[src/servo_rf_defines.svh]
// Offsets, field positions, reset values and word framing for the control register bank
`ifndef SERVO_RF_DEFINES_SVH
`define SERVO_RF_DEFINES_SVH

// ==========================================================
// Register addresses (top nibble of each control word)
`define ADDR_RF_GAIN_SEL 4'h1
`define ADDR_FOCUS_OFFSET 4'h2
`define ADDR_RF_OFFS_LR 4'h4
`define ADDR_RF_OFFS_SUM 4'h5
`define ADDR_CHAN_SWITCH 4'h8
`define ADDR_RADIAL 4'hB
`define ADDR_CENTRAL_AB 4'hC
`define ADDR_CENTRAL_CD 4'hD
`define ADDR_RF_FILTER 4'hE
`define ADDR_PHASE_FILTER 4'hF
`define ADDR_POWER 4'h9

// ==========================================================
// Field positions
`define BIT_SUM_SEL 0
`define BIT_DAC_SRC 11
`define BIT_EXT_FILTER 11
`define BIT_SCALE 9
`define BIT_BW 8
`define BIT_TEST_ROUTE 11
`define BIT_ONLY_MODE 11
`define BIT_NOISE_ON 9
`define BIT_EQ_ON 8
`define BIT_BOOST 7
`define BIT_PWR 0
`define BIT_IR_LASER 1
`define BIT_RED_LASER 2

// ==========================================================
// Word and serial framing
`define WORD_BITS 16
`define CNT_BITS 5
`define FIELD_ZERO 16'h0000

`endif

[src/servo_rf_pkg.sv]
// Types shared by the control register bank
package servo_rf_pkg;
  typedef logic [15:0] word_t;
  typedef logic [3:0] nib_t;
  typedef enum logic [2:0] {
    ST_IDLE = 3'b001,
    ST_SHIFT = 3'b010,
    ST_LOAD = 3'b100
  } rx_state_e;
  typedef enum logic [1:0] {
    SW_PASS = 2'b00,
    SW_INV = 2'b01,
    SW_MUTE = 2'b10
  } sw_mode_e;
endpackage : servo_rf_pkg

[src/pin_sync3.sv]
// Three-stage synchroniser for one pin, change taken when stages two and three agree
`timescale 1ns/1ps
module pin_sync3 (
  // Clock and reset
  input wire logic i_mclk,
  input wire logic i_rstn,
  // Pin and clean level
  input wire logic i_pin,
  output logic o_level
);
  logic s1;
  logic s2;
  logic s3;
  logic next_level;

  // ==========================================================
  // Stable level: update only when the last two stages agree
  always_comb begin
    next_level = o_level;
    if (s2 == s3) begin
      next_level = s3;
    end
  end

  // Shift chain; first stage feeds only the second
  always_ff @(posedge i_mclk or negedge i_rstn) begin
    if (!i_rstn) begin
      s1 <= 1'b0;
      s2 <= 1'b0;
      s3 <= 1'b0;
      o_level <= 1'b0;
    end else begin
      s1 <= i_pin;
      s2 <= s1;
      s3 <= s2;
      o_level <= next_level;
    end
  end
endmodule : pin_sync3

[src/servo_rf_filter_control_regs.sv]
// Serially written control register bank for the servo, RF filter and phase-detector settings
`timescale 1ns/1ps
`include "servo_rf_defines.svh"
module servo_rf_filter_control_regs (
  // Clock and reset
  input wire logic i_mclk,
  input wire logic i_rstn,
  // Serial control bus (pins, asynchronous to i_mclk)
  input wire logic i_ser_clk,
  input wire logic i_ser_data,
  input wire logic i_ser_latch,
  // External digital modifiers and laser state
  input wire logic i_ext_force_standby,
  input wire logic i_infrared_laser_req,
  input wire logic i_red_laser_req,
  // Radial servo settings
  output logic o_track_count_bw_select,
  output logic o_servo_offset_scale,
  output servo_rf_pkg::nib_t o_radial_offset_e,
  output servo_rf_pkg::nib_t o_radial_offset_f,
  output logic [1:0] o_lf_offset,
  // Central servo settings
  output logic o_phase_rf_test_route,
  output logic [2:0] o_servo_test_select,
  output servo_rf_pkg::nib_t o_central_offset_a,
  output servo_rf_pkg::nib_t o_central_offset_b,
  output servo_rf_pkg::nib_t o_central_offset_c,
  output servo_rf_pkg::nib_t o_central_offset_d,
  // Servo output enables, low while driving, and the RF path active flag, high while powered
  output logic [3:0] o_central_out_oe_n,
  output logic o_radial_out_one_oe_n,
  output logic o_radial_out_two_oe_n,
  output logic o_rf_path_active,
  // RF filter settings
  output logic o_noise_filter_on,
  output logic o_equalizer_on,
  output logic o_boost_select,
  output logic [6:0] o_rf_corner_code,
  // Phase-detector filter settings
  output logic [2:0] o_phase_leadlag_start,
  output logic [2:0] o_phase_lowpass_corner,
  // Data path and power
  output logic [7:0] o_channel_switch,
  output logic o_sum_input_select,
  output logic o_offset_dac_source_select,
  output logic [5:0] o_dac_left,
  output logic [5:0] o_dac_sum,
  output logic o_power_on_control,
  output logic o_infrared_laser_on_status,
  output logic o_red_laser_on_status
);
  import servo_rf_pkg::*;

  // ==========================================================
  // Serial pins into the clock domain
  logic ser_clk;
  logic ser_data;
  logic ser_latch;
  logic ser_clk_d;
  logic ser_latch_d;

  pin_sync3 u_sync_clk (
    .i_mclk(i_mclk),
    .i_rstn(i_rstn),
    .i_pin(i_ser_clk),
    .o_level(ser_clk)
  );
  pin_sync3 u_sync_data (
    .i_mclk(i_mclk),
    .i_rstn(i_rstn),
    .i_pin(i_ser_data),
    .o_level(ser_data)
  );
  pin_sync3 u_sync_latch (
    .i_mclk(i_mclk),
    .i_rstn(i_rstn),
    .i_pin(i_ser_latch),
    .o_level(ser_latch)
  );

  // Modifier pins need the same filtering
  logic ext_standby;
  logic ir_req;
  logic red_req;
  pin_sync3 u_sync_stby (
    .i_mclk(i_mclk),
    .i_rstn(i_rstn),
    .i_pin(i_ext_force_standby),
    .o_level(ext_standby)
  );
  pin_sync3 u_sync_ir (
    .i_mclk(i_mclk),
    .i_rstn(i_rstn),
    .i_pin(i_infrared_laser_req),
    .o_level(ir_req)
  );
  pin_sync3 u_sync_red (
    .i_mclk(i_mclk),
    .i_rstn(i_rstn),
    .i_pin(i_red_laser_req),
    .o_level(red_req)
  );

  // ==========================================================
  // Word receiver: MSB first, shifted on rising serial clock, loaded on latch rise
  rx_state_e state;
  rx_state_e next_state;
  word_t shreg;
  word_t next_shreg;
  logic [`CNT_BITS-1:0] bit_cnt;
  logic [`CNT_BITS-1:0] next_bit_cnt;
  logic load;
  logic next_load;
  logic clk_rise;
  logic latch_rise;

  assign clk_rise = ser_clk && !ser_clk_d;
  assign latch_rise = ser_latch && !ser_latch_d;

  // A word of the wrong length is dropped rather than half-applied
  always_comb begin
    next_state = state;
    next_shreg = shreg;
    next_bit_cnt = bit_cnt;
    next_load = 1'b0;
    case (state)
      ST_IDLE: begin
        next_bit_cnt = '0;
        if (clk_rise) begin
          next_shreg = {shreg[14:0], ser_data};
          next_bit_cnt = 5'd1;
          next_state = ST_SHIFT;
        end
      end
      ST_SHIFT: begin
        if (clk_rise) begin
          next_shreg = {shreg[14:0], ser_data};
          next_bit_cnt = bit_cnt + 5'd1;
        end
        if (latch_rise) begin
          next_state = ST_LOAD;
        end
      end
      ST_LOAD: begin
        next_load = (bit_cnt == 5'd`WORD_BITS);
        next_state = ST_IDLE;
      end
      default: begin
        next_state = ST_IDLE;
      end
    endcase
  end

  always_ff @(posedge i_mclk or negedge i_rstn) begin
    if (!i_rstn) begin
      state <= ST_IDLE;
      shreg <= `FIELD_ZERO;
      bit_cnt <= '0;
      load <= 1'b0;
      ser_clk_d <= 1'b0;
      ser_latch_d <= 1'b0;
    end else begin
      state <= next_state;
      shreg <= next_shreg;
      bit_cnt <= next_bit_cnt;
      load <= next_load;
      ser_clk_d <= ser_clk;
      ser_latch_d <= ser_latch;
    end
  end

  // ==========================================================
  // Register bank, one write-only word per address
  function automatic logic hit(input word_t w, input nib_t a);
    hit = (w[15:12] == a);
  endfunction : hit

  word_t r_sel;
  word_t r_focus;
  word_t r_lr;
  word_t r_sum;
  word_t r_sw;
  word_t r_rad;
  word_t r_cab;
  word_t r_ccd;
  word_t r_rff;
  word_t r_pdf;
  word_t r_pwr;
  word_t next_sel;
  word_t next_focus;
  word_t next_lr;
  word_t next_sum;
  word_t next_sw;
  word_t next_rad;
  word_t next_cab;
  word_t next_ccd;
  word_t next_rff;
  word_t next_pdf;
  word_t next_pwr;

  // Only data bits are kept; unused bits are masked off on write
  always_comb begin
    next_sel = r_sel;
    next_focus = r_focus;
    next_lr = r_lr;
    next_sum = r_sum;
    next_sw = r_sw;
    next_rad = r_rad;
    next_cab = r_cab;
    next_ccd = r_ccd;
    next_rff = r_rff;
    next_pdf = r_pdf;
    next_pwr = r_pwr;
    if (load) begin
      if (hit(shreg, `ADDR_RF_GAIN_SEL)) next_sel = shreg & 16'h093F;
      if (hit(shreg, `ADDR_FOCUS_OFFSET)) next_focus = shreg & 16'h0FE0;
      if (hit(shreg, `ADDR_RF_OFFS_LR)) next_lr = shreg & 16'h0FFF;
      if (hit(shreg, `ADDR_RF_OFFS_SUM)) next_sum = shreg & 16'h003F;
      if (hit(shreg, `ADDR_CHAN_SWITCH)) next_sw = shreg & 16'h00FF;
      if (hit(shreg, `ADDR_RADIAL)) next_rad = shreg & 16'h0FFF;
      if (hit(shreg, `ADDR_CENTRAL_AB)) next_cab = shreg & 16'h0FFF;
      if (hit(shreg, `ADDR_CENTRAL_CD)) next_ccd = shreg & 16'h08FF;
      if (hit(shreg, `ADDR_RF_FILTER)) next_rff = shreg & 16'h03FF;
      if (hit(shreg, `ADDR_PHASE_FILTER)) next_pdf = shreg & 16'h003F;
      if (hit(shreg, `ADDR_POWER)) next_pwr = shreg & 16'h0007;
    end
  end

  // Everything clears at reset, power control included, so the part starts in standby
  always_ff @(posedge i_mclk or negedge i_rstn) begin
    if (!i_rstn) begin
      r_sel <= `FIELD_ZERO;
      r_focus <= `FIELD_ZERO;
      r_lr <= `FIELD_ZERO;
      r_sum <= `FIELD_ZERO;
      r_sw <= `FIELD_ZERO;
      r_rad <= `FIELD_ZERO;
      r_cab <= `FIELD_ZERO;
      r_ccd <= `FIELD_ZERO;
      r_rff <= `FIELD_ZERO;
      r_pdf <= `FIELD_ZERO;
      r_pwr <= `FIELD_ZERO;
    end else begin
      r_sel <= next_sel;
      r_focus <= next_focus;
      r_lr <= next_lr;
      r_sum <= next_sum;
      r_sw <= next_sw;
      r_rad <= next_rad;
      r_cab <= next_cab;
      r_ccd <= next_ccd;
      r_rff <= next_rff;
      r_pdf <= next_pdf;
      r_pwr <= next_pwr;
    end
  end

  // ==========================================================
  // Derived settings, all registered so outputs come from flip-flops
  logic ext_mode;
  logic pwr;
  logic tri_state;
  assign ext_mode = r_focus[`BIT_EXT_FILTER];
  assign pwr = r_pwr[`BIT_PWR] && !ext_standby;
  assign tri_state = r_ccd[`BIT_ONLY_MODE];

  // Switch code per channel: mute wins over invert
  function automatic logic [1:0] sw_code(input logic mute, input logic inv);
    sw_code = mute ? SW_MUTE : (inv ? SW_INV : SW_PASS);
  endfunction : sw_code

  logic [7:0] next_chsw;
  always_comb begin
    next_chsw = '0;
    for (int i = 0; i < 4; i++) begin
      next_chsw[2*i +: 2] = sw_code(r_sw[2*i+1], r_sw[2*i]);
    end
  end

  // Filter fields fall back to zero outside extended mode, leaving legacy settings in charge
  always_ff @(posedge i_mclk or negedge i_rstn) begin
    if (!i_rstn) begin
      o_track_count_bw_select <= 1'b0;
      o_servo_offset_scale <= 1'b0;
      o_radial_offset_e <= '0;
      o_radial_offset_f <= '0;
      o_lf_offset <= '0;
      o_phase_rf_test_route <= 1'b0;
      o_servo_test_select <= '0;
      o_central_offset_a <= '0;
      o_central_offset_b <= '0;
      o_central_offset_c <= '0;
      o_central_offset_d <= '0;
      o_central_out_oe_n <= 4'hF;
      o_radial_out_one_oe_n <= 1'b1;
      o_radial_out_two_oe_n <= 1'b1;
      o_rf_path_active <= 1'b0;
      o_noise_filter_on <= 1'b0;
      o_equalizer_on <= 1'b0;
      o_boost_select <= 1'b0;
      o_rf_corner_code <= '0;
      o_phase_leadlag_start <= '0;
      o_phase_lowpass_corner <= '0;
      o_channel_switch <= '0;
      o_sum_input_select <= 1'b0;
      o_offset_dac_source_select <= 1'b0;
      o_dac_left <= '0;
      o_dac_sum <= '0;
      o_power_on_control <= 1'b0;
      o_infrared_laser_on_status <= 1'b0;
      o_red_laser_on_status <= 1'b0;
    end else begin
      o_track_count_bw_select <= r_rad[`BIT_BW];
      o_servo_offset_scale <= r_rad[`BIT_SCALE];
      o_radial_offset_e <= r_rad[7:4];
      o_radial_offset_f <= r_rad[3:0];
      o_lf_offset <= r_rad[11:10];
      o_phase_rf_test_route <= r_cab[`BIT_TEST_ROUTE];
      o_servo_test_select <= r_cab[10:8];
      o_central_offset_a <= r_cab[7:4];
      o_central_offset_b <= r_cab[3:0];
      o_central_offset_c <= r_ccd[7:4];
      o_central_offset_d <= r_ccd[3:0];
      // Servo drivers also stay off in standby
      o_central_out_oe_n <= {4{tri_state || !pwr}};
      o_radial_out_one_oe_n <= tri_state || !pwr;
      o_radial_out_two_oe_n <= tri_state || !pwr;
      o_rf_path_active <= pwr;
      o_noise_filter_on <= ext_mode && r_rff[`BIT_NOISE_ON];
      o_equalizer_on <= ext_mode && r_rff[`BIT_EQ_ON];
      o_boost_select <= ext_mode && r_rff[`BIT_BOOST];
      o_rf_corner_code <= ext_mode ? r_rff[6:0] : 7'h00;
      o_phase_leadlag_start <= ext_mode ? r_pdf[5:3] : 3'h0;
      o_phase_lowpass_corner <= ext_mode ? r_pdf[2:0] : 3'h0;
      o_channel_switch <= next_chsw;
      o_sum_input_select <= r_sel[`BIT_SUM_SEL];
      o_offset_dac_source_select <= r_sel[`BIT_DAC_SRC];
      o_dac_left <= r_lr[11:6];
      // Shared DAC value from the low field, or the separate sum register
      o_dac_sum <= r_sel[`BIT_DAC_SRC] ? r_sum[5:0] : r_lr[5:0];
      o_power_on_control <= pwr;
      o_infrared_laser_on_status <= pwr && r_pwr[`BIT_IR_LASER] && ir_req;
      o_red_laser_on_status <= pwr && r_pwr[`BIT_RED_LASER] && red_req;
    end
  end
endmodule : servo_rf_filter_control_regs

[config.mk]
export PLATFORM = sky130hd
export DESIGN_NAME = servo_rf_filter_control_regs
export DESIGN_NICKNAME = d
export VERILOG_FILES = /design/src/servo_rf_pkg.sv /design/src/pin_sync3.sv /design/src/servo_rf_filter_control_regs.sv
export VERILOG_INCLUDE_DIRS = /design/src /design/src/src
export SDC_FILE = /design/constraint.sdc
export NUM_CORES = 1
export LEC_CHECK = 0
export BUFFER_PORTS_ARGS = -buffer_cell sky130_fd_sc_hd__buf_2
export CORE_ASPECT_RATIO = 0.5
export CORE_MARGIN = 8
export CORE_UTILIZATION = 50
export CTS_CLUSTER_SIZE = 28
export DETAILED_ROUTE_END_ITERATION = 10
export HOLD_SLACK_MARGIN = 0.03
export PLACE_DENSITY = 0.75
export SLEW_MARGIN = 20
export SYNTH_ARGS = -nofsm -noshare
export SYNTH_HDL_FRONTEND = slang
export SYNTH_SLANG_ARGS = --single-unit
[constraint.sdc]
create_clock -name i_mclk -period 2.25 [get_ports i_mclk]
set_clock_uncertainty 0.05 [all_clocks]
set_input_delay 0.1125 -clock i_mclk [delete_from_list [all_inputs] [get_ports i_mclk]]
set_output_delay 0.1125 -clock i_mclk [all_outputs]
set_load 0.02 [all_outputs]
==> results of run 1 <==
==> power by group <==
part / internal, W / switching, W / total [W]
sequential: 0.00386 / 0.000369 / 0.00423
combinational: 0.000223 / 0.000173 / 0.000396
clock: 0.00192 / 0.00127 / 0.00319
total: 0.00601 / 0.00181 / 0.00781
==> flip-flops by register name, indices dropped and copies added (netlist names), 5 cells and up <==
signal and count:
bit_cnt 5, o_channel_switch 8, o_dac_left 6, o_dac_sum 6
o_rf_corner_code 7, r_cab 12, r_ccd 9, r_lr 12
r_pdf 6, r_rad 12, r_rff 10, r_sum 6
r_sw 8, shreg 16
==> cell families after synthesis <==
kind of cell,count (synthesis)
buffers and inverters,30
adder cells (fa/ha/maj),8
AND/OR/NAND/NOR,69
multiplexers,103
flip-flops,206
AO/OA/AOI/OAI,13
==> cells in the final DEF (no fill, tap or decap), types with 6 or more instances in the layout <==
| master | Yosys | final |
|---|---|---|
| sky130_fd_sc_hd__and2_1 | 19 | 19 |
| sky130_fd_sc_hd__nor2_1 | 6 | 6 |
| sky130_fd_sc_hd__dlygate4sd3_1 | 0 | 7 |
| sky130_fd_sc_hd__mux2_4 | 9 | 9 |
| sky130_fd_sc_hd__mux2_2 | 93 | 93 |
| sky130_fd_sc_hd__dfrtp_1 | 204 | 204 |
| sky130_fd_sc_hd__nand2b_1 | 6 | 6 |
| sky130_fd_sc_hd__nor2b_1 | 8 | 8 |
| sky130_fd_sc_hd__clkbuf_16 | 0 | 18 |
| sky130_fd_sc_hd__maj3_1 | 6 | 6 |
| sky130_fd_sc_hd__inv_1 | 6 | 6 |
| sky130_fd_sc_hd__buf_2 | 4 | 86 |
==> final timing paths <==
check,from,endpoint,slack (ns),cells after the start
max,state[0]$_DFFE_PN1P_,shreg[12]$_DFFE_PN0P_,0.23,3
min,i_rstn,shreg[14]$_DFFE_PN0P_,0.1,2
max reg2reg,state[0]$_DFFE_PN1P_,shreg[12]$_DFFE_PN0P_,0.23,3
min reg2reg,u_sync_red.s1$_DFF_PN0_,u_sync_red.s2$_DFF_PN0_,0.30,0
max in group asynchronous,i_rstn,o_radial_offset_e[2]$_DFF_PN0_,1.34,3
min in group i_mclk,i_infrared_laser_req,u_sync_ir.s1$_DFF_PN0_,0.22,2
==> Yosys cell counts, drive strengths merged <==
cell    number  area share, %
nor3b        2           0.21
mux2       103             17
dfstp        2           0.74
buf         15            1.4
nand2b       6           0.53
nand2        2           0.11
a22oi        1           0.11
o21ai        1          0.070
clkbuf       9           0.47
nand4        4           0.35
o31ai        2           0.21
dfrtp      204             72
and2        19            1.7
o21bai       1           0.11
o22ai        1          0.088
o2bb2a       1           0.14
nand3        1          0.070
nor4bb       1           0.14
or4          2           0.26
and3         3           0.26
nor4         2           0.18
maj3         6           0.84
a32oi        1           0.12
or3          2           0.18
nor3         3           0.28
a311oi       1           0.12
nor2b        8           0.70
inv          6           0.32
nor2         7           0.40
ha           2           0.35
a21oi        3           0.21
o311ai       1           0.12
nand3b       5           0.53
and3b        1           0.12
nor4b        1           0.12
==> cell type report <==
type	count	area, sq um	area share, %
clock buffers	23	499	5.91
multi-input cells	193	1810	21.4
clock inverters	8	129	1.52
repair buffers	101	592	7.00
inverters	6	22.5	0.266
well taps	192	240	2.84
flip-flops and latches	206	5160	61.0
==> metrics by stage <==
step / area [sq um] / utilization (%) / power, W / instances / hold slack, ns
2_1_floorplan: 7120 / - / 0.00443 / 429 / -0.233
6_report: 8450 / 61.5 / 0.00781 / 729 / 0.0996
5_1_grt: 8450 / 61.5 / 0.00816 / 729 / 0.123
3_5_place_dp: 7750 / 56.4 / 0.00469 / 691 / 0.0388
3_3_place_gp: 7750 / 56.4 / 0.00466 / 691 / 0.0345
4_1_cts: 8450 / 61.5 / 0.00792 / 729 / 0.105
==> layer usage <==
metal	wire, um	GRT usage, %	vias up
met1	5730	19.2	1829
met5	0	0	-
met4	109	3.18	0
li1	-	-	1662
met2	5720	21.7	77
met3	698	3.60	13
==> critical path: stages (launching register included) <==
cell and delay (ns):
sky130_fd_sc_hd__dfstp_2 0.68, sky130_fd_sc_hd__nor2_1 0.13, sky130_fd_sc_hd__or4_4 0.70, sky130_fd_sc_hd__mux2_4 0.35
==> metrics, run 1 <==
IO Port Bufs=87; Post-Synth Adder-Cell Area=1.20%; root buffer cell=sky130_fd_sc_hd__clkbuf_16; total number of H-tree levels=1; flip-flop and latch count after synthesis=206; endpoint type of the worst setup path=register; ratio of final minimum period to clock period=89.8%; slew at the pin closest to its max-slew limit=0.608 ns; nature of the critical path startpoint=register; clock-pin slew on the worst setup and hold paths=0.07 ns; # rows=30; kind of critical path=reg2reg; cells after synthesis=429; Layout Nets=536; mux cell area share after synthesis=16.8%; pin count of the biggest net entering global routing=60; detailed-route DRC error count=0; fraction of the yosys area taken by sequential cells=72.4%; placer congestion estimate=0.794; Num CTS Buffers=18; combinational family with the most area after synthesis=multiplexers; final WL=12.3 mm; via count of the first global-routing pass=3803; simple-gate share of the synthesized area=6.12%; classification of the worst-slack hold path=in2async; antenna violations before repair=0; vias post-DR=3581; required time of the critical path=2.55 ns; final HPWL from detailed placement=8.09 mm; CTS sink cnt=206; hold bufs inserted after CTS=7; # resized after CTS=0; fmax=0.495 GHz; Via-to-Cell Ratio=4.91; post-synth net total=439; slew margin rel.=59.5%; fin. max-slew vios=0; I/O pins=88; hold violation count in the final report=0; post-route setup TNS=0 ns; width of the die=185 um; count of synthesis-stage warnings from yosys=0; floorplan die area=0.0185 sq mm; Initial DRC Count=181; standby leakage power=4.46 nW; y dimension of the die=100 um; share of final-layout standard cells stronger than drive strength 1=43.0%; starting utilization of the core area=51.8%; result of the run=complete, no violations; Layout area overhead=18.7%; Setup Buffers After CTS=0; Synth cell types=43; Post-Place Setup Slack=0.256 ns; Pwr Density=925 mW/mm^2; xor and xnor fraction of the mapped netlist area=0%; Longest Clk Path Bufs=3; core box area=0.0137 sq mm; total overflow reported by the global router=0; max-cap violation count=0; Worst VDD drop=0.000405 V; Post-Syn Area=0.00712 sq mm; setup slack after layout=0.229 ns; setup repair after global routing missed its margin=no; Fill cells=1057; worst skew pair latency=0.48 ns; Critical Path Fanout Max=17; # diodes=0; antenna violation net count after detailed routing=0; number of optimization iterations in the first detailed-route pass=4; wire length of the first global-routing pass=20.6 mm; post-synthesis area per instance=16.6 sq um; wire per inst=16.8 um; post-layout min period=2.02 ns; arrival time reported for the critical path endpoint=2.32 ns; area fraction in compound gates after synthesis=1.30%; CTS tree=built; final setup violating endpoints=0; total track usage=13.9%
No activity file was read; power rests on OpenSTA's default activity.
==> run 2: changes to the inputs <==
Settings changed: CAP_MARGIN set to 10, CTS_CLUSTER_SIZE 28 to not set, GPL_TIMING_DRIVEN set to 0.
==> run 2 against run 1 <==
Against the previous run:
- die area unchanged
- sequential power decreased by 4%
- largest cell class unchanged
- sequential share of layout area decreased by 1.0 points
- hold slack got worse by 0.023 ns
- power increased by 2.1%
- cell area increased by 1.7%
- via count increased by 2.3%
- highest routed layer unchanged
- worst setup slack improved by 0.053 ns
- register-to-register slack improved by 0.05 ns
- global-route usage about the same
- clock power increased by 4%
- maximum frequency increased by 2.7%
==> metrics, run 2 (same netlist as run 1, synthesis figures left out) <==
result of the run=complete, no violations (unchanged); placer congestion estimate=0.761 (was 0.794); vias post-DR=3663 (was 3581); final setup violating endpoints=0 (unchanged); Longest Clk Path Bufs=3 (unchanged); detailed-route DRC error count=0 (unchanged); y dimension of the die=100 um (unchanged); classification of the worst-slack hold path=in2async (unchanged); commonest non-fill, non-tap cell in the layout=sky130_fd_sc_hd__dfrtp_1 (unchanged); total number of H-tree levels=1 (unchanged); number of optimization iterations in the first detailed-route pass=6 (was 4); chain of cells forming the critical path=nor2_1 -> or4_4 -> buf_6 -> buf_6 -> mux2_4 (was nor2_1 -> or4_4 -> mux2_4); Critical Path Fanout Max=10 (was 17); clock-pin slew on the worst setup and hold paths=0.06 ns (was 0.07 ns); required time of the critical path=2.55 ns (about the same); IO Port Bufs=87 (unchanged); arrival time reported for the critical path endpoint=2.27 ns (was 2.32 ns); total overflow reported by the global router=0 (unchanged); # diodes=0 (unchanged); CTS tree=built (unchanged); fin. max-slew vios=0 (unchanged); slew at the pin closest to its max-slew limit=0.652 ns (was 0.608 ns); nature of the critical path startpoint=register (unchanged); final HPWL from detailed placement=8.20 mm (was 8.09 mm); Num CTS Buffers=19 (was 18); Worst path most repeated cell=sky130_fd_sc_hd__buf_6; I/O pins=88 (unchanged); root buffer cell=sky130_fd_sc_hd__clkbuf_16 (unchanged); FF-to-FF Start=state[0]$_DFFE_PN1P_ (unchanged); fmax=0.508 GHz (was 0.495 GHz); max FFs per register=16 (unchanged); core box area=0.0137 sq mm (unchanged); width of the die=185 um (unchanged); post-layout instance count excluding filler cells=750 (was 729); # rows=30 (unchanged); endpoint type of the worst setup path=register (unchanged); floorplan die area=0.0185 sq mm (unchanged); antenna violations before repair=0 (unchanged); Setup Buffers After CTS=0 (unchanged); standby leakage power=4.53 nW (was 4.46 nW); Post-Place Setup Slack=0.292 ns (was 0.256 ns); setup repair after global routing missed its margin=no (unchanged); Pwr Density=929 mW/mm^2 (was 925 mW/mm^2); via count of the first global-routing pass=3973 (was 3803); setup slack after layout=0.282 ns (was 0.229 ns); pin count of the biggest net entering global routing=83 (was 60); starting utilization of the core area=51.8% (unchanged); max-cap violation count=0 (unchanged); ratio of final minimum period to clock period=87.5% (was 89.8%); worst skew pair latency=0.47 ns (was 0.48 ns); Largest Register=shreg (unchanged); delay of the slowest cell on the worst path=0.57 ns (was 0.70 ns); antenna violation net count after detailed routing=0 (unchanged); wire length of the first global-routing pass=20.7 mm (was 20.6 mm); worst hold margin=0.0762 ns (was 0.0996 ns); fin util=62.5% (was 61.5%); post-layout min period=1.97 ns (was 2.02 ns); slew margin rel.=56.5% (was 59.5%); # placed instances=710 (was 691); total track usage=13.9% (about the same); wire per inst=16.4 um (was 16.8 um); commonest cells after routing, fill and taps aside=204 x sky130_fd_sc_hd__dfrtp_1, 93 x sky130_fd_sc_hd__mux2_2, 90 x sky130_fd_sc_hd__buf_2 (was 204 x sky130_fd_sc_hd__dfrtp_1, 93 x sky130_fd_sc_hd__mux2_2, 86 x sky130_fd_sc_hd__buf_2); CTS sink cnt=206 (unchanged); final WL=12.3 mm (about the same); share of final-layout standard cells stronger than drive strength 1=43.0% (about the same); Layout area overhead=20.7% (was 18.7%); Via-to-Cell Ratio=4.88 (was 4.91); kind of critical path=reg2reg (unchanged); hold violation count in the final report=0 (unchanged); start point of the critical path=state[0]$_DFFE_PN1P_ (unchanged); Worst VDD drop=0.000502 V (was 0.000405 V); Layout Nets=556 (was 536); Initial DRC Count=226 (was 181); cell with the largest stage delay on the worst path=sky130_fd_sc_hd__dfstp_2 (was sky130_fd_sc_hd__or4_4)
[run 2: changes by cell type in the layout (fill, tap and decap cells not counted), moves of 2 or more]
cell,change
sky130_fd_sc_hd__buf_1,+3
sky130_fd_sc_hd__buf_6,+2
sky130_fd_sc_hd__clkbuf_1,+8
sky130_fd_sc_hd__buf_16,+2
sky130_fd_sc_hd__clkbuf_8,+3
sky130_fd_sc_hd__buf_2,+4
sky130_fd_sc_hd__buf_12,-2
[run 2: final timing paths]
kind	end	slack (ns)	cells after the start
worst min register to register	u_sync_stby.s2$_DFF_PN0_	0.30	0
worst max register to register	shreg[9]$_DFFE_PN0P_	0.28	5
worst min-delay path	u_sync_latch.s1$_DFF_PN0_	0.08	2
worst max-delay path	shreg[9]$_DFFE_PN0P_	0.28	5
max in group asynchronous	o_channel_switch[3]$_DFF_PN0_	0.99	4
min in group i_mclk	u_sync_stby.s1$_DFF_PN0_	0.22	2
[run 2: metrics by stage]
step                area (sq um)  total power (W)  setup TNS [ns]
finish                      8590          0.00798               0
global route                8590          0.00831               0
CTS                         8590          0.00809               0
detailed placement          7860          0.00475               0
global placement            7790          0.00471         -454.65
floorplan                   7120          0.00443               0
[run 2: critical path: cells and delay by family, from the launching register on]
kind	cells	cell delay (ns)
buf+inv	2	0.32
flops	1	0.57
mux	1	0.30
simple gates	2	0.59
[run 2: final cells by class]
type | count | area [sq um]
Inverter | 6 | 22.5
Multi-Input combinational cell | 193 | 1810
Buffer | 24 | 133
Fill cell | 1043 | 5150
Clock inverter | 6 | 86.3
Tap cell | 192 | 240
Clock buffer | 27 | 576
Sequential cell | 206 | 5160
Timing Repair Buffer | 96 | 571
[run 2: what timing repair did]
item                                    in CTS  in global routing
endpoints found under the setup margin       0                  0
hold buffers                                 7                  0
endpoints found under the hold margin      135                  0
resized for setup                            0                  0
[run 2: metal layers]
metal	global-route usage, %	share of wire (%)	vias to the layer above
li1	-	-	1707
met2	23.2	48	68
met3	3.42	5.6	18
met4	3.12	1.8	0
met1	18.1	45	1870
met5	0	0	-
[run 2: power by group]
part	internal [W]	leakage, nW	switching (W)
clock network	0.00201	0.326	0.00129
registers	0.00386	2.79	0.000176
logic	0.000258	1.41	0.000377
total	0.00613	4.53	0.00185
